[src/include/sgd_regs.svh]
`ifndef SGD_REGS_SVH
`define SGD_REGS_SVH

// Register offsets as seen on the card register port
`define SGD_MAIN_CUR_ADDR 8'h00
`define SGD_MAIN_NXT_ADDR 8'h04
`define SGD_MAIN_CUR_CC 8'h08
`define SGD_MAIN_NXT_CC 8'h0c
`define SGD_LIST_CUR_ADDR 8'h10
`define SGD_LIST_NXT_ADDR 8'h14
`define SGD_LIST_CUR_CC 8'h18
`define SGD_LIST_NXT_CC 8'h1c
`define SGD_FLASH_ADDR 8'h80
`define SGD_FLASH_DATA 8'h84
`define SGD_IRQ_CFG 8'hc4
`define SGD_IRQ_STATUS 8'hc8
`define SGD_USER_DATA 8'hcc

// Bit positions in the list next count/control register; SGD_B_ENTRY_IRQ is in the entry's second word
`define SGD_B_RDY_IRQ_EN 31
`define SGD_B_DONE 30
`define SGD_B_START 29
`define SGD_B_PAGE_IRQ_EN 28
`define SGD_B_LIST_IRQ_EN 27
`define SGD_B_ABORT 26
`define SGD_B_DIR_RD 25
`define SGD_B_BURST 24
`define SGD_B_MAIN_IDLE 23
`define SGD_B_MAIN_EMPTY 22
`define SGD_B_PAGE_INT 18
`define SGD_B_ENTRY_IRQ 16
// Bit positions in the interrupt registers
`define SGD_B_DMA_INT 12
`define SGD_B_GLOBAL_IRQ_EN 15

// List entry layout and address steps
`define SGD_ENTRY_BYTES 16'h0008
`define SGD_ENTRY_STRIDE 32'h0000_0008
`define SGD_ENTRY_CC_OFS 32'h0000_0004
`define SGD_WORD_STEP 32'h0000_0004
`define SGD_ENTRY_ALIGN_MASK 16'h0007

// Host side: command address bit that selects host memory
`define SGD_HOST_MEM_BIT 8
`define SGD_MEM_WORDS 64

`endif

[src/include/sgd_pkg.sv]
package sgd_pkg;

  // Entry fetch sequencer, one-hot
  typedef enum logic [4:0] {
    SGD_F_IDLE = 5'b00001,
    SGD_F_REQA = 5'b00010,
    SGD_F_GETA = 5'b00100,
    SGD_F_REQC = 5'b01000,
    SGD_F_GETC = 5'b10000
  } sgd_fetch_t;

  // Software steered control bits of the list next count/control
  typedef struct packed {
    logic rdy_irq_en;
    logic page_irq_en;
    logic list_irq_en;
    logic dir_rd;
    logic burst;
  } sgd_ctl_t;

  typedef struct packed {
    sgd_fetch_t fetch;
    logic [31:0] m_cur_addr;
    logic [31:0] m_nxt_addr;
    logic [15:0] m_cur_cnt;
    logic [15:0] m_nxt_cnt;
    logic m_cur_pg;
    logic m_nxt_pg;
    logic m_nxt_full;
    logic m_active;
    logic [31:0] l_cur_addr;
    logic [31:0] l_nxt_addr;
    logic [15:0] l_cur_cnt;
    logic [15:0] l_nxt_cnt;
    sgd_ctl_t ctl;
    logic l_nxt_valid;
    logic l_start;
    logic l_done;
    logic l_active;
    logic rsp_main;
    logic [31:0] ent_addr;
    logic dma_int;
    logic pg_int;
    logic [31:0] flash_addr;
    logic [7:0] flash_data;
    logic [31:0] irq_cfg;
    logic [31:0] user_data;
    logic [31:0] rdata;
    logic ui_out_valid;
    logic [31:0] ui_out_data;
  } sgd_dev_st_t;

  typedef struct packed {
    logic [31:0] mem_rd;
    logic [31:0] cmd_mem;
    logic sel_mem;
    logic cc_rd;
    logic open;
    logic armed;
  } sgd_host_st_t;

endpackage

[src/include/sgd_link_if.sv]
interface sgd_link_if;
  // Register port, driven by the host except reg_rdata, which the card drives
  logic [7:0] reg_addr;
  logic [31:0] reg_wdata;
  logic reg_wr;
  logic reg_rd;
  logic [31:0] reg_rdata;
  // Bus-master memory port, driven by the card except mem_rdata, which the host drives
  logic mem_req;
  logic mem_we;
  logic [31:0] mem_addr;
  logic [31:0] mem_wdata;
  logic [31:0] mem_rdata;
  logic irq;

  modport dev (
    input reg_addr, reg_wdata, reg_wr, reg_rd, mem_rdata,
    output reg_rdata, mem_req, mem_we, mem_addr, mem_wdata, irq
  );
  modport host (
    output reg_addr, reg_wdata, reg_wr, reg_rd, mem_rdata,
    input reg_rdata, mem_req, mem_we, mem_addr, mem_wdata, irq
  );
endinterface

[src/hw/sgd_device.sv]
// Summary of operation
// RULE1: list entries are eight bytes each
// RULE2: entry first word is page address
// RULE3: second word: count low, control high
// RULE4: bit16 plus enable raises page interrupt
// RULE5: fetch entries in order into next
// RULE6: main DMA registers read-only to host
// RULE7: software writes address, then count with start
// RULE8: software reloads only after start bit reads
// RULE9: main next address copies to current
// RULE10: current address keeps last used value; code leaves it one word past the last word moved
// RULE11: main next count copies to current
// RULE12: low count bits show words remaining
// RULE13: main current high bits mirror list
// RULE14: main next high bits mirror list
// RULE15: list current loads when valid, done
// RULE16: list next address host read/write
// RULE17: software leaves flash registers alone
// RULE18: start bit pending reads zero, locked
// RULE19: abort stops, cancels, clears done/start
// RULE20: done bit zero while list runs
// RULE21: done and ready enables raise interrupt
// RULE22: fetch by memory read, length minus eight
// RULE23: load next when empty, chain immediately
`include "sgd_regs.svh"

module sgd_device
  import sgd_pkg::*;
(
  input wire logic clk_sys,
  input wire logic rst_b,
  sgd_link_if.dev lnk,
  input wire logic ui_ready,
  input wire logic [31:0] ui_in_data,
  output logic ui_out_valid,
  output logic [31:0] ui_out_data,
  output logic list_busy
);

  sgd_dev_st_t s;
  sgd_dev_st_t n;
  logic main_go;
  logic main_end;
  logic abort_now;

  // Upper half shared by all count/control views
  function automatic logic [15:0] ctl_hi(input sgd_dev_st_t v);
    logic [15:0] h;
    h = 16'h0000;
    h[`SGD_B_RDY_IRQ_EN - 16] = v.ctl.rdy_irq_en;
    h[`SGD_B_DONE - 16] = v.l_done;
    h[`SGD_B_START - 16] = v.l_start;
    h[`SGD_B_PAGE_IRQ_EN - 16] = v.ctl.page_irq_en;
    h[`SGD_B_LIST_IRQ_EN - 16] = v.ctl.list_irq_en;
    h[`SGD_B_DIR_RD - 16] = v.ctl.dir_rd;
    h[`SGD_B_BURST - 16] = v.ctl.burst;
    h[`SGD_B_MAIN_IDLE - 16] = ~v.m_active;
    h[`SGD_B_MAIN_EMPTY - 16] = ~v.m_nxt_full;
    h[`SGD_B_PAGE_INT - 16] = v.pg_int;
    return h;
  endfunction

  // Main engine moves one word per cycle while the user side is ready
  assign main_go = s.m_active && (s.m_cur_cnt != 16'h0000) && ui_ready
    && !abort_now;
  assign main_end = s.m_active && (s.m_cur_cnt == 16'h0000);
  assign abort_now = lnk.reg_wr && (lnk.reg_addr == `SGD_LIST_NXT_CC)
    && lnk.reg_wdata[`SGD_B_ABORT];

  // Next state; order matters: software clears first, hardware sets win, abort clears last
  always_comb
  begin
    n = s;
    n.ui_out_valid = 1'b0;
    n.rsp_main = 1'b0;
    lnk.mem_req = 1'b0;
    lnk.mem_we = 1'b0;
    lnk.mem_addr = s.m_cur_addr;
    lnk.mem_wdata = ui_in_data;

    // Register writes
    if (lnk.reg_wr)
    begin
      case (lnk.reg_addr)
        `SGD_LIST_NXT_ADDR:
        begin
          // RULE16: host writable next address
          // RULE18: locked while pending
          if (!s.l_nxt_valid)
            n.l_nxt_addr = lnk.reg_wdata;
        end
        `SGD_LIST_NXT_CC:
        begin
          // Any write here acknowledges pending interrupts
          n.dma_int = 1'b0;
          n.pg_int = 1'b0;
          // RULE18: locked while pending
          if (!s.l_nxt_valid)
          begin
            n.ctl.rdy_irq_en = lnk.reg_wdata[`SGD_B_RDY_IRQ_EN];
            n.ctl.page_irq_en = lnk.reg_wdata[`SGD_B_PAGE_IRQ_EN];
            n.ctl.list_irq_en = lnk.reg_wdata[`SGD_B_LIST_IRQ_EN];
            n.ctl.dir_rd = lnk.reg_wdata[`SGD_B_DIR_RD];
            n.ctl.burst = lnk.reg_wdata[`SGD_B_BURST];
            n.l_nxt_cnt = lnk.reg_wdata[15:0];
            // RULE18: start marks next valid, bit reads zero
            if (lnk.reg_wdata[`SGD_B_START])
            begin
              n.l_nxt_valid = 1'b1;
              n.l_start = 1'b0;
            end
          end
        end
        // Flash window is plain storage for the update utility
        `SGD_FLASH_ADDR: n.flash_addr = lnk.reg_wdata;
        `SGD_FLASH_DATA: n.flash_data = lnk.reg_wdata[7:0];
        `SGD_IRQ_CFG: n.irq_cfg = lnk.reg_wdata;
        `SGD_USER_DATA: n.user_data = lnk.reg_wdata;
        // RULE6: main registers ignore host writes
        default: n.user_data = s.user_data;
      endcase
    end

    // RULE12: count down per word moved
    if (main_go)
    begin
      lnk.mem_req = 1'b1;
      lnk.mem_we = ~s.ctl.dir_rd;
      // RULE10: current address tracks the word in use
      n.m_cur_addr = s.m_cur_addr + `SGD_WORD_STEP;
      n.m_cur_cnt = s.m_cur_cnt - 16'h0001;
      n.rsp_main = s.ctl.dir_rd;
    end
    // Read data from memory arrives one cycle after the request
    if (s.rsp_main)
    begin
      n.ui_out_valid = 1'b1;
      n.ui_out_data = lnk.mem_rdata;
    end

    // Page end; address stays one word past the last word moved
    if (main_end)
    begin
      n.m_active = 1'b0;
      // RULE4: marked page raises page interrupt
      if (s.m_cur_pg && s.ctl.page_irq_en)
        n.pg_int = 1'b1;
    end
    // RULE23: chain to next page in the cycle the old one ends
    if ((!s.m_active || main_end) && s.m_nxt_full)
    begin
      // RULE9: next address to current
      n.m_cur_addr = s.m_nxt_addr;
      // RULE11: next count to current
      n.m_cur_cnt = s.m_nxt_cnt;
      n.m_cur_pg = s.m_nxt_pg;
      n.m_active = 1'b1;
      n.m_nxt_full = 1'b0;
    end

    // RULE5: entries fetched in order; memory port yields to data words
    case (s.fetch)
      SGD_F_IDLE:
      begin
        // RULE23: fetch only into an empty next slot
        if (s.l_active && (s.l_cur_cnt != 16'h0000) && !s.m_nxt_full)
          n.fetch = SGD_F_REQA;
      end
      SGD_F_REQA:
      begin
        // RULE22: bus-master read of the entry
        if (!main_go)
        begin
          lnk.mem_req = 1'b1;
          lnk.mem_addr = s.l_cur_addr;
          n.fetch = SGD_F_GETA;
        end
      end
      SGD_F_GETA:
      begin
        // RULE2: first word is the page address
        n.ent_addr = lnk.mem_rdata;
        n.fetch = SGD_F_REQC;
      end
      SGD_F_REQC:
      begin
        if (!main_go)
        begin
          lnk.mem_req = 1'b1;
          lnk.mem_addr = s.l_cur_addr + `SGD_ENTRY_CC_OFS;
          n.fetch = SGD_F_GETC;
        end
      end
      SGD_F_GETC:
      begin
        n.m_nxt_addr = s.ent_addr;
        // RULE3: count low half, control high half
        n.m_nxt_cnt = lnk.mem_rdata[15:0];
        n.m_nxt_pg = lnk.mem_rdata[`SGD_B_ENTRY_IRQ];
        n.m_nxt_full = 1'b1;
        // RULE1: step by one eight-byte entry
        // RULE22: list length drops by eight
        n.l_cur_addr = s.l_cur_addr + `SGD_ENTRY_STRIDE;
        n.l_cur_cnt = s.l_cur_cnt - `SGD_ENTRY_BYTES;
        n.fetch = SGD_F_IDLE;
      end
      default: n.fetch = SGD_F_IDLE;
    endcase

    // RULE20: list is done once every page has drained
    if (s.l_active && (s.l_cur_cnt == 16'h0000) && (s.fetch == SGD_F_IDLE)
      && !s.m_nxt_full && !s.m_active)
    begin
      n.l_active = 1'b0;
      n.l_done = 1'b1;
      // RULE21: list completion interrupt
      if (s.ctl.list_irq_en)
        n.dma_int = 1'b1;
    end
    // RULE15: take next list only when valid and idle
    if (s.l_nxt_valid && !s.l_active)
    begin
      n.l_cur_addr = s.l_nxt_addr;
      n.l_cur_cnt = s.l_nxt_cnt;
      n.l_active = 1'b1;
      n.l_nxt_valid = 1'b0;
      // RULE18: start reads one when copy is made
      n.l_start = 1'b1;
      n.l_done = 1'b0;
      // RULE21: next-available interrupt
      if (s.ctl.rdy_irq_en)
        n.dma_int = 1'b1;
    end

    // RULE19: abort overrides all engine activity
    if (abort_now)
    begin
      n.fetch = SGD_F_IDLE;
      n.m_active = 1'b0;
      n.m_nxt_full = 1'b0;
      n.l_active = 1'b0;
      n.l_nxt_valid = 1'b0;
      n.l_start = 1'b0;
      n.l_done = 1'b0;
      n.rsp_main = 1'b0;
    end

    // Read mux, data stands in the following cycle
    n.rdata = 32'h0000_0000;
    if (lnk.reg_rd)
    begin
      case (lnk.reg_addr)
        `SGD_MAIN_CUR_ADDR: n.rdata = s.m_cur_addr;
        `SGD_MAIN_NXT_ADDR: n.rdata = s.m_nxt_addr;
        // RULE13: main current high half mirrors list view
        `SGD_MAIN_CUR_CC: n.rdata = {ctl_hi(s), s.m_cur_cnt};
        // RULE14: main next high half mirrors list view
        `SGD_MAIN_NXT_CC: n.rdata = {ctl_hi(s), s.m_nxt_cnt};
        `SGD_LIST_CUR_ADDR: n.rdata = s.l_cur_addr;
        `SGD_LIST_NXT_ADDR: n.rdata = s.l_nxt_addr;
        `SGD_LIST_CUR_CC: n.rdata = {ctl_hi(s), s.l_cur_cnt};
        // RULE19: abort bit always reads zero
        `SGD_LIST_NXT_CC: n.rdata = {ctl_hi(s), s.l_nxt_cnt};
        `SGD_FLASH_ADDR: n.rdata = s.flash_addr;
        `SGD_FLASH_DATA: n.rdata = {24'h00_0000, s.flash_data};
        `SGD_IRQ_CFG: n.rdata = s.irq_cfg;
        `SGD_IRQ_STATUS:
        begin
          n.rdata[`SGD_B_DMA_INT] = s.dma_int;
          n.rdata[`SGD_B_PAGE_INT] = s.pg_int;
        end
        `SGD_USER_DATA: n.rdata = s.user_data;
        default: n.rdata = 32'h0000_0000;
      endcase
    end
  end

  // Start bit reads one out of reset: next registers free to write
  always_ff @(posedge clk_sys or negedge rst_b)
  begin
    if (!rst_b)
    begin
      s <= '0;
      s.fetch <= SGD_F_IDLE;
      s.l_start <= 1'b1;
    end
    else
      s <= n;
  end

  // RULE21: interrupt gated by the global enable
  assign lnk.irq = s.irq_cfg[`SGD_B_GLOBAL_IRQ_EN] && (s.dma_int || s.pg_int);
  assign lnk.reg_rdata = s.rdata;
  assign ui_out_valid = s.ui_out_valid;
  assign ui_out_data = s.ui_out_data;
  assign list_busy = s.l_active;

endmodule

[src/flat_wrapper.sv]
// flat-port wrapper written by rule: the top's interface ports become plain ports
module sgd_device_flat import sgd_pkg::*;
  (clk_sys, rst_b, ui_ready, ui_in_data, ui_out_valid, ui_out_data, list_busy, lnk_reg_addr, lnk_reg_wdata, lnk_reg_wr, lnk_reg_rd, lnk_mem_rdata, lnk_reg_rdata, lnk_mem_req, lnk_mem_we, lnk_mem_addr, lnk_mem_wdata, lnk_irq);
  sgd_link_if lnk_i ();
  input wire logic clk_sys;
  input wire logic rst_b;
  input wire logic ui_ready;
  input wire logic [31:0] ui_in_data;
  output logic ui_out_valid;
  output logic [31:0] ui_out_data;
  output logic list_busy;
  input wire logic [$bits(lnk_i.reg_addr)-1:0] lnk_reg_addr;
  input wire logic [$bits(lnk_i.reg_wdata)-1:0] lnk_reg_wdata;
  input wire logic [$bits(lnk_i.reg_wr)-1:0] lnk_reg_wr;
  input wire logic [$bits(lnk_i.reg_rd)-1:0] lnk_reg_rd;
  input wire logic [$bits(lnk_i.mem_rdata)-1:0] lnk_mem_rdata;
  output wire logic [$bits(lnk_i.reg_rdata)-1:0] lnk_reg_rdata;
  output wire logic [$bits(lnk_i.mem_req)-1:0] lnk_mem_req;
  output wire logic [$bits(lnk_i.mem_we)-1:0] lnk_mem_we;
  output wire logic [$bits(lnk_i.mem_addr)-1:0] lnk_mem_addr;
  output wire logic [$bits(lnk_i.mem_wdata)-1:0] lnk_mem_wdata;
  output wire logic [$bits(lnk_i.irq)-1:0] lnk_irq;
  assign lnk_i.reg_addr = lnk_reg_addr;
  assign lnk_i.reg_wdata = lnk_reg_wdata;
  assign lnk_i.reg_wr = lnk_reg_wr;
  assign lnk_i.reg_rd = lnk_reg_rd;
  assign lnk_i.mem_rdata = lnk_mem_rdata;
  assign lnk_reg_rdata = lnk_i.reg_rdata;
  assign lnk_mem_req = lnk_i.mem_req;
  assign lnk_mem_we = lnk_i.mem_we;
  assign lnk_mem_addr = lnk_i.mem_addr;
  assign lnk_mem_wdata = lnk_i.mem_wdata;
  assign lnk_irq = lnk_i.irq;
  sgd_device u_core (.clk_sys(clk_sys), .rst_b(rst_b), .lnk(lnk_i), .ui_ready(ui_ready), .ui_in_data(ui_in_data), .ui_out_valid(ui_out_valid), .ui_out_data(ui_out_data), .list_busy(list_busy));
endmodule
[config.mk]
export PLATFORM = sky130hd
export DESIGN_NAME = sgd_device_flat
export DESIGN_NICKNAME = d
export VERILOG_FILES = /design/src/include/sgd_pkg.sv /design/src/include/sgd_link_if.sv /design/src/hw/sgd_device.sv /design/src/flat_wrapper.sv
export VERILOG_INCLUDE_DIRS = /design/src /design/src/include
export SDC_FILE = /design/constraint.sdc
export NUM_CORES = 1
export LEC_CHECK = 0
export ABC_AREA = 1
export BUFFER_PORTS_ARGS = -buffer_cell sky130_fd_sc_hd__buf_2
export CORE_MARGIN = 5
export CORE_UTILIZATION = 35
export DETAILED_ROUTE_END_ITERATION = 7
export HOLD_SLACK_MARGIN = 0.1
export PLACE_DENSITY_LB_ADDON = 0.3
export SYNTH_ARGS = -nofsm -noshare
export SYNTH_HDL_FRONTEND = slang
export SYNTH_SLANG_ARGS = --single-unit
[constraint.sdc]
create_clock -name clk_sys -period 2.5 [get_ports clk_sys]
set_input_delay 0.375 -clock clk_sys [delete_from_list [all_inputs] [get_ports clk_sys]]
set_output_delay 0.375 -clock clk_sys [all_outputs]
set_load 0.1 [all_outputs]
After elaboration in Yosys (flattened, before gate mapping)
Index checks and enable logic that the tools add are counted.
W data, S select, Z words.
- register bits: 414
- input port bits: 109
- output and inout bits: 133
- word-level logic and storage cells: 161
- $add $sub $neg: 5
- equality and inequality tests: 21
- muxes and demuxes: 51
- bitwise logic cells: 4
- reduce and logical (&&, ||, !) cells: 47
- operator list (operator ; count):
    $mux W32 ; 10
    $pmux W12 S12 ; 1
    $mux W106 ; 1
    $pmux W13 S8 ; 1
    $add A32 B3 Y32 const B ; 2
    $mux W16 ; 4
    $pmux W32 S2 ; 1
    $pmux W5 S11 ; 1
    $eq A8 B8 Y1 const B ; 5
    $mux W33 ; 1
    $add A32 B4 Y32 const B ; 1
    $eq A8 B5 Y1 const B ; 4
    $logic_not A16 Y1 ; 2
    $reduce_bool A16 Y1 ; 2
    $mux W5 ; 5
    $pmux W5 S4 ; 1
    $reduce_bool A3 Y1 ; 6
    $eq A8 B4 Y1 const B ; 2
    $logic_and A1 B1 Y1 ; 16
    $mux W2 ; 8
    $sub A16 B1 Y16 const B ; 1
    $sub A16 B4 Y16 const B ; 1
    $mux W1 ; 13
    $pmux W1 S12 ; 1
    other kinds (22) ; 38

Depth between registers and ports, before layout
Gate-level depths: netlist (run 1).
- word-level depth: 8
- gate-level depth with buffers: 13
- mapped depth without buffers: 12

Least setup slack after synthesis (run 1)
Ideal clock, no wire load.
- path type: reg2out
- start point: register u_core.s[329] (netlist bit)
- end point: output lnk_mem_addr[10]
- arrival time: 3.467 ns
- data required time: 2.125 ns
- setup slack: -1.342 ns
- cell stages (with the launch flop): 11
- path buffers: 1
- cells stage by stage: dfrtp_1 > inv_1 > ha_1 > nand2_2 > nor2_1 > nand2_2 > nand3_2 > nor2_4 > nor2_2 > buf_2 > o21ai_0
- word-level cells in the longest chain between the ends: 6
- elaborated cells between the ends (all ways): 7
- classes of those cells: 3 x mux; 4 x reduce/logical
- ends and longest elaborated chain (item ; line ; source):
    start, declared ; sgd_device.sv:40 ; sgd_dev_st_t s;
    start signal, assigned ; sgd_device.sv:288 ; s <= n;
    $reduce_bool A16 Y1 (*) ; sgd_device.sv:64 ; assign main_go = s.m_active && (s.m_cur_cnt != 16'h0000) && ui_ready
    $logic_and A1 B1 Y1 (*) (2 in a row) ; sgd_device.sv:64 ;
    $logic_and A1 B1 Y1 (*) ; sgd_device.sv:65 ; && !abort_now;
    $mux W32, on equally long branches ; sgd_device.sv:187, sgd_device.sv:172 ;
    $pmux W32 S2 (*) ; sgd_device.sv:162 ; case (s.fetch)
    end, declared ; flat_wrapper.sv:20 ; output wire logic [$bits(lnk_i.mem_addr)-1:0] lnk_mem_addr;
Every way passes the cells marked *; elsewhere a longest branch is shown, timed or not.

Worst setup path after layout (run 1)
- start point: register u_core.s[330] (netlist bit)
- end point: output lnk_mem_addr[3]
Same word-level chain as after synthesis.

==> results of run 1 <==
==> per-layer routing <==
metal,vias up,share of wire [%]
met2,919,42
met4,0,4.0
li1,9879,-
met1,10230,44
met3,152,9.6
met5,-,0
==> sequential cells by signal (all words and copies together), names as in the netlist <==
name / flops
u_core.s: 348
u_core.lnk.reg_rdata: 32
u_core.ui_out_data: 32
u_core.list_busy: 1
u_core.ui_out_valid: 1
==> stage by stage <==
step,util [%],instances
6_report,45.21,4088
5_1_grt,45.21,4088
4_1_cts,43.71,4066
3_5_place_dp,39.49,3893
3_3_place_gp,39.49,3893
2_1_floorplan,-,2932
==> where the power goes <==
group | leakage, nW | internal, W | switching [W] | total (W)
clock | 0.743 | 0.00415 | 0.00287 | 0.00702
combinational | 7.25 | 0.00268 | 0.00550 | 0.00818
sequential | 5.34 | 0.00763 | 0.000899 | 0.00853
total | 13.3 | 0.0145 | 0.00927 | 0.0237
==> logic make-up after synthesis <==
group / Yosys count / share of synthesized area (%)
buf+inv: 530 / 11.24
fa+ha+maj: 5 / 0.2822
xor+xnor: 53 / 2.094
flops: 414 / 46.74
compound gates: 530 / 13.18
mux: 5 / 0.2539
simple gates: 1395 / 26.21
==> worst max-delay path, stage by stage (launching register included) <==
cell and delay (ps):
dfrtp_1 350, inv_2 60, ha_4 160, nand2_4 80, nor2_4 40, nand2_4 90, buf_6 110, nand3_4 70
nor2_4 330, nor2_4 90, buf_12 160, buf_12 130, o21ai_4 140, buf_12 190
==> worst paths after layout <==
| path | to | slack (ps) | depth (start not counted) |
|---|---|---|---|
| setup reg to reg | u_core.s[341] | 100 | 17 |
| hold reg to reg | u_core.s[371] | 480 | 2 |
| max in group asynchronous | u_core.s[283] | 1380 | 3 |
| setup / recovery | lnk_mem_addr[3] | -440 | 13 |
| hold / removal | u_core.s[85] | 120 | 3 |
| min in group asynchronous | u_core.s[76] | 290 | 2 |
==> Yosys cell counts, types with 17 or more instances <==
master | instances | share of area (%)
o21ai_0 | 277 | 6.3
nor2_1 | 238 | 4.0
inv_1 | 295 | 5.0
nor3_1 | 37 | 0.84
nand4_1 | 17 | 0.48
dfrtp_1 | 412 | 47
xor2_1 | 50 | 2.0
o211ai_1 | 30 | 1.0
buf_2 | 47 | 1.1
o22ai_1 | 54 | 1.5
nand2_1 | 896 | 15
a21oi_1 | 73 | 1.6
buf_4 | 107 | 3.6
nor2_2 | 18 | 0.51
clkbuf_1 | 54 | 0.91
nand3_1 | 145 | 3.3
o21ai_1 | 56 | 1.3
o221ai_1 | 20 | 0.79
==> layout make-up <==
type	instances	area, µm²
Inverter	311	1200
Clock buffer	62	1260
Tap cell	846	1059
Sequential cell	414	10380
Clock inverter	20	271.5
Timing Repair Buffer	443	3966
Multi-Input combinational cell	1992	10330
Fill cell	6320	34500
==> timing repair <==
item	4_1_cts	5_1_grt
hold buffers	33	0
gates cloned	5	4
endpoints found under the hold margin	108	0
buffers inserted	53	29
gates resized for setup	91	186
endpoints found under the setup margin	34	76
pin swaps	28	64
==> flow_summary.json, run 1 <==
{
  "status": "finished, violations left",
  "violations": "negative setup slack",
  "holdWs_ps": 115.3,
  "cts_tree": "yes",
  "synth_edf_count": 0,
  "std_cell_rows": 92,
  "diodes": 0,
  "finish.instance_area_um2": 28470,
  "met2_usage_pct": 35.02,
  "min_path_type": "primary input to register",
  "port_buffers": 177,
  "cp_max_fo": 8,
  "min_period_over_period_pct": 117.7,
  "drv_cap": 0,
  "drv_slew": 0,
  "met3_usage_pct": 5.534,
  "grt_setup_unrepaired": "true",
  "insertion_delay_ps": 590,
  "dp_slack_ps": -91.18,
  "use_met1_pct": 35.45,
  "critPathKind": "register to primary output",
  "grt_pass1_vias": 20140,
  "synth_seq_area_share_pct": 46.74,
  "grt-busiest-layer": "met1",
  "netlist_area_um2": 22170,
  "async_flop_share_pct": 100.0,
  "reg2reg_from": "u_core.s[331]",
  "finalSetupTns_ps": -11980,
  "final_cell_mix": "nand2_1 (825), dfrtp_1 (399), inv_1 (282)",
  "crit_start": "u_core.s[330]",
  "synth_nets": 3046,
  "syn_avg_cell_area_um2": 7.562,
  "layout-drive-gt1-share_pct": 22.83,
  "start_util_pct": 35.21,
  "synth_cell_types": 49,
  "grt_pass1_wl_um": 126900,
  "setup_viol": 34,
  "wire_per_inst_um": 20.94,
  "ys_ff_latch": 414,
  "routed_wl_um": 85610,
  "place_congestion": 0.9889,
  "core_area_um2": 62970,
  "grt_use_total_pct": 24.21,
  "period_needed_ps": 2942,
  "worst_pin_slew_ps": 729.9,
  "ys_warn_count": 0,
  "dieHeight_um": 261.7,
  "vias_per_cell": 5.182,
  "min_from": "lnk_reg_wdata[20]",
  "mostFrequentLayoutCell": "nand2_1",
  "dr.pass1.iters": 5,
  "postRouteAntennaNets": 0,
  "antenna_found_initial": 1,
  "cp-start-kind": "register",
  "drtIter0Drc": 2521,
  "placed_cell_area_um2": 24860,
  "timing.fmax_mhz": 339.9,
  "die_area_um2": 68480,
  "die_w_um": 261.7,
  "dp.final_hpwl_um": 63020,
  "fin_nets": 3321,
  "path_clk_slew_ps": 60,
  "clockBufferDepth": 3,
  "critPathArrivalTime_ps": 2570,
  "finalHoldViolCount": 0,
  "relSlewSlack_pct": 51.34,
  "num_vias": 21180,
  "numCtsBuffers": 45,
  "h-tree-depth": 2,
  "root_buffer": "clkbuf_16",
  "remaining_drc_errors": 0,
  "grt_max_degree": 82,
  "p_leak_nw": 13.33,
  "overflow": 0,
  "layout_setup_ws_ps": -442.0,
  "ios": 242,
  "p_total_w": 0.02373,
  "crit_required_ps": 2120,
  "syn_inst": 2932,
  "clock-sinks": 414,
  "fin_skew_ps": 36.73,
  "worstSetupEndpointType": "primary output",
  "synthFlopType": "dfrtp_1",
  "ir_worst_vdd_v": 0.0004740,
  "pwr_density_cell_nw_per_um2": 833.6,
  "area.growth.synth_to_final_pct": 28.40
}
Note: power is estimated with default switching activity, not from simulation.
==> run 2: changes to the inputs <==
==> constraint.sdc (replaced) <==
create_clock -name clk_sys -period 2.5 [get_ports clk_sys]
set_input_delay 0.125 -clock clk_sys [delete_from_list [all_inputs] [get_ports clk_sys]]
set_output_delay 0.125 -clock clk_sys [all_outputs]
set_load 0.1 [all_outputs]
==> run 2 against run 1 <==
Effect of this change:
- the flow still finishes with violations (negative setup slack)
- utilization decreased by 0.60 points
- cell count down 0.71%
- global-route usage shrank 0.071 points
- final area decreased by 1.3%
- clock skew is 9.3 ps lower
- clock power grew 5.8%
- maximum frequency up 11%
- total power grew 0.28%
- die area unchanged
- sequential power down 0.5%
- first-iteration DRC count fell by 3.2%
- worst hold slack improved by 47 ps
- critical path type unchanged
- critical endpoint is now lnk_mem_addr[21]
- largest cell class unchanged
- largest power group unchanged
==> flow_summary.json, run 2 (same netlist as run 1, synthesis figures left out) <==
{
  "drv_cap": 0,
  "grt_max_degree": 82,
  "largest_reg_flops": 348,
  "routed_wl_um": 84890,
  "overflow": 0,
  "path_clk_slew_ps": 70,
  "grt_pass1_wl_um": 126600,
  "postRouteAntennaNets": 0,
  "h-tree-depth": 2,
  "numCtsBuffers": 46,
  "status": "finished, violations left",
  "ir_worst_vdd_v": 0.0005567,
  "insertion_delay_ps": 600,
  "largest-register": "u_core.s",
  "cp_max_fo": 7,
  "holdWs_ps": 162.1,
  "antenna_found_initial": 0,
  "timing.fmax_mhz": 377.8,
  "dp.cells": 3832,
  "cp-start-kind": "register",
  "p_total_w": 0.02380,
  "die_area_um2": 68480,
  "dr.pass1.iters": 5,
  "cts_tree": "yes",
  "violations": "negative setup slack",
  "worstSetupEndpointType": "primary output",
  "worst_pin_slew_ps": 782.5,
  "root_buffer": "clkbuf_16",
  "final_cell_mix": "nand2_1 (845), dfrtp_1 (395), inv_1 (283)",
  "dieHeight_um": 261.7,
  "drtIter0Drc": 2440,
  "p_leak_nw": 13.14,
  "critPathKind": "register to primary output",
  "reg2reg_from": "u_core.s[342]",
  "mostFrequentLayoutCell": "nand2_1",
  "port_buffers": 177,
  "grt_use_total_pct": 24.14,
  "period_needed_ps": 2647,
  "grt_setup_unrepaired": "true",
  "grt_pass1_vias": 20180,
  "drv_slew": 0,
  "vias_per_cell": 5.200,
  "start_util_pct": 35.21,
  "ios": 242,
  "num_vias": 21110,
  "min_period_over_period_pct": 105.9,
  "die_w_um": 261.7,
  "fin_skew_ps": 27.44,
  "setup_viol": 32,
  "finalSetupTns_ps": -2517,
  "relSlewSlack_pct": 47.83,
  "finalHoldViolCount": 0,
  "clock-sinks": 414,
  "min_path_type": "primary input to register",
  "crit_start": "u_core.s[342]",
  "clockBufferDepth": 3,
  "remaining_drc_errors": 0,
  "layout_setup_ws_ps": -147.0,
  "layout-drive-gt1-share_pct": 20.60,
  "final_util_pct": 44.61,
  "area.growth.synth_to_final_pct": 26.69,
  "wire_per_inst_um": 20.91,
  "dp.final_hpwl_um": 61640,
  "std_cell_rows": 92,
  "critPathArrivalTime_ps": 2520,
  "place_congestion": 0.9897,
  "diodes": 0,
  "pwr_density_cell_nw_per_um2": 847.2,
  "fin_nets": 3292,
  "min_from": "lnk_reg_wr",
  "crit_required_ps": 2380,
  "instances_no_fill": 4059,
  "core_area_um2": 62970
}
run 2: layout make-up:
type | count | area [µm²]
clock buffers | 57 | 1282
clock inverters | 26 | 364.1
fillers | 6323 | 34880
inverters | 311 | 1190
multi-input cells | 1993 | 10180
flip-flops and latches | 414 | 10380
well taps | 846 | 1059
repair buffers | 412 | 3635
run 2: what timing repair did:
item / CTS / global route
pin swaps: 40 / 38
hold buffers: 70 / 0
resized for setup: 180 / 86
buffers inserted: 53 / 16
endpoints found under the setup margin: 34 / 73
cloned: 3 / 2
endpoints found under the hold margin: 686 / 0
run 2: final timing paths:
kind                                     to  slack, ps  cells after the start
setup / recovery           lnk_mem_addr[21]       -150                     13
hold / removal                u_core.s[135]        160                      3
setup reg to reg              u_core.s[330]        260                     11
hold reg to reg               u_core.s[373]        480                      2
max in group asynchronous     u_core.s[333]       1810                      3
min in group asynchronous     u_core.s[409]        200                      2
run 2: worst max-delay path: stages (launching register included):
cell	delay, ps
dfrtp_1	410
nor2_2	140
nand2_1	130
nor2_4	120
nand2_4	100
nand2_4	110
inv_6	50
nand3_4	130
buf_8	160
buf_8	140
nand2_4	50
nand3_2	80
nand3_2	110
buf_12	190
run 2: routing by layer:
metal	wire [µm]	GRT usage, %	vias up
li1	-	-	9817
met1	37410	34.92	10150
met2	35820	35.15	967
met3	8023	5.736	177
met4	3633	9.168	0
met5	0	0	-
run 2: through the flow:
stage / worst slack, ps / cell area (µm²)
after detailed placement: -0.4303 / 24160
after floorplan: -350.6 / 22200
final: -147.0 / 28090
after CTS: -130.3 / 27590
after global routing: -231.7 / 28090
after global placement: 14.40 / 24160
run 2: power by group:
group	total, W	internal (W)	switching [W]
combinational	0.00787	0.00252	0.00535
clock	0.00743	0.00448	0.00295
sequential	0.00849	0.00763	0.000862
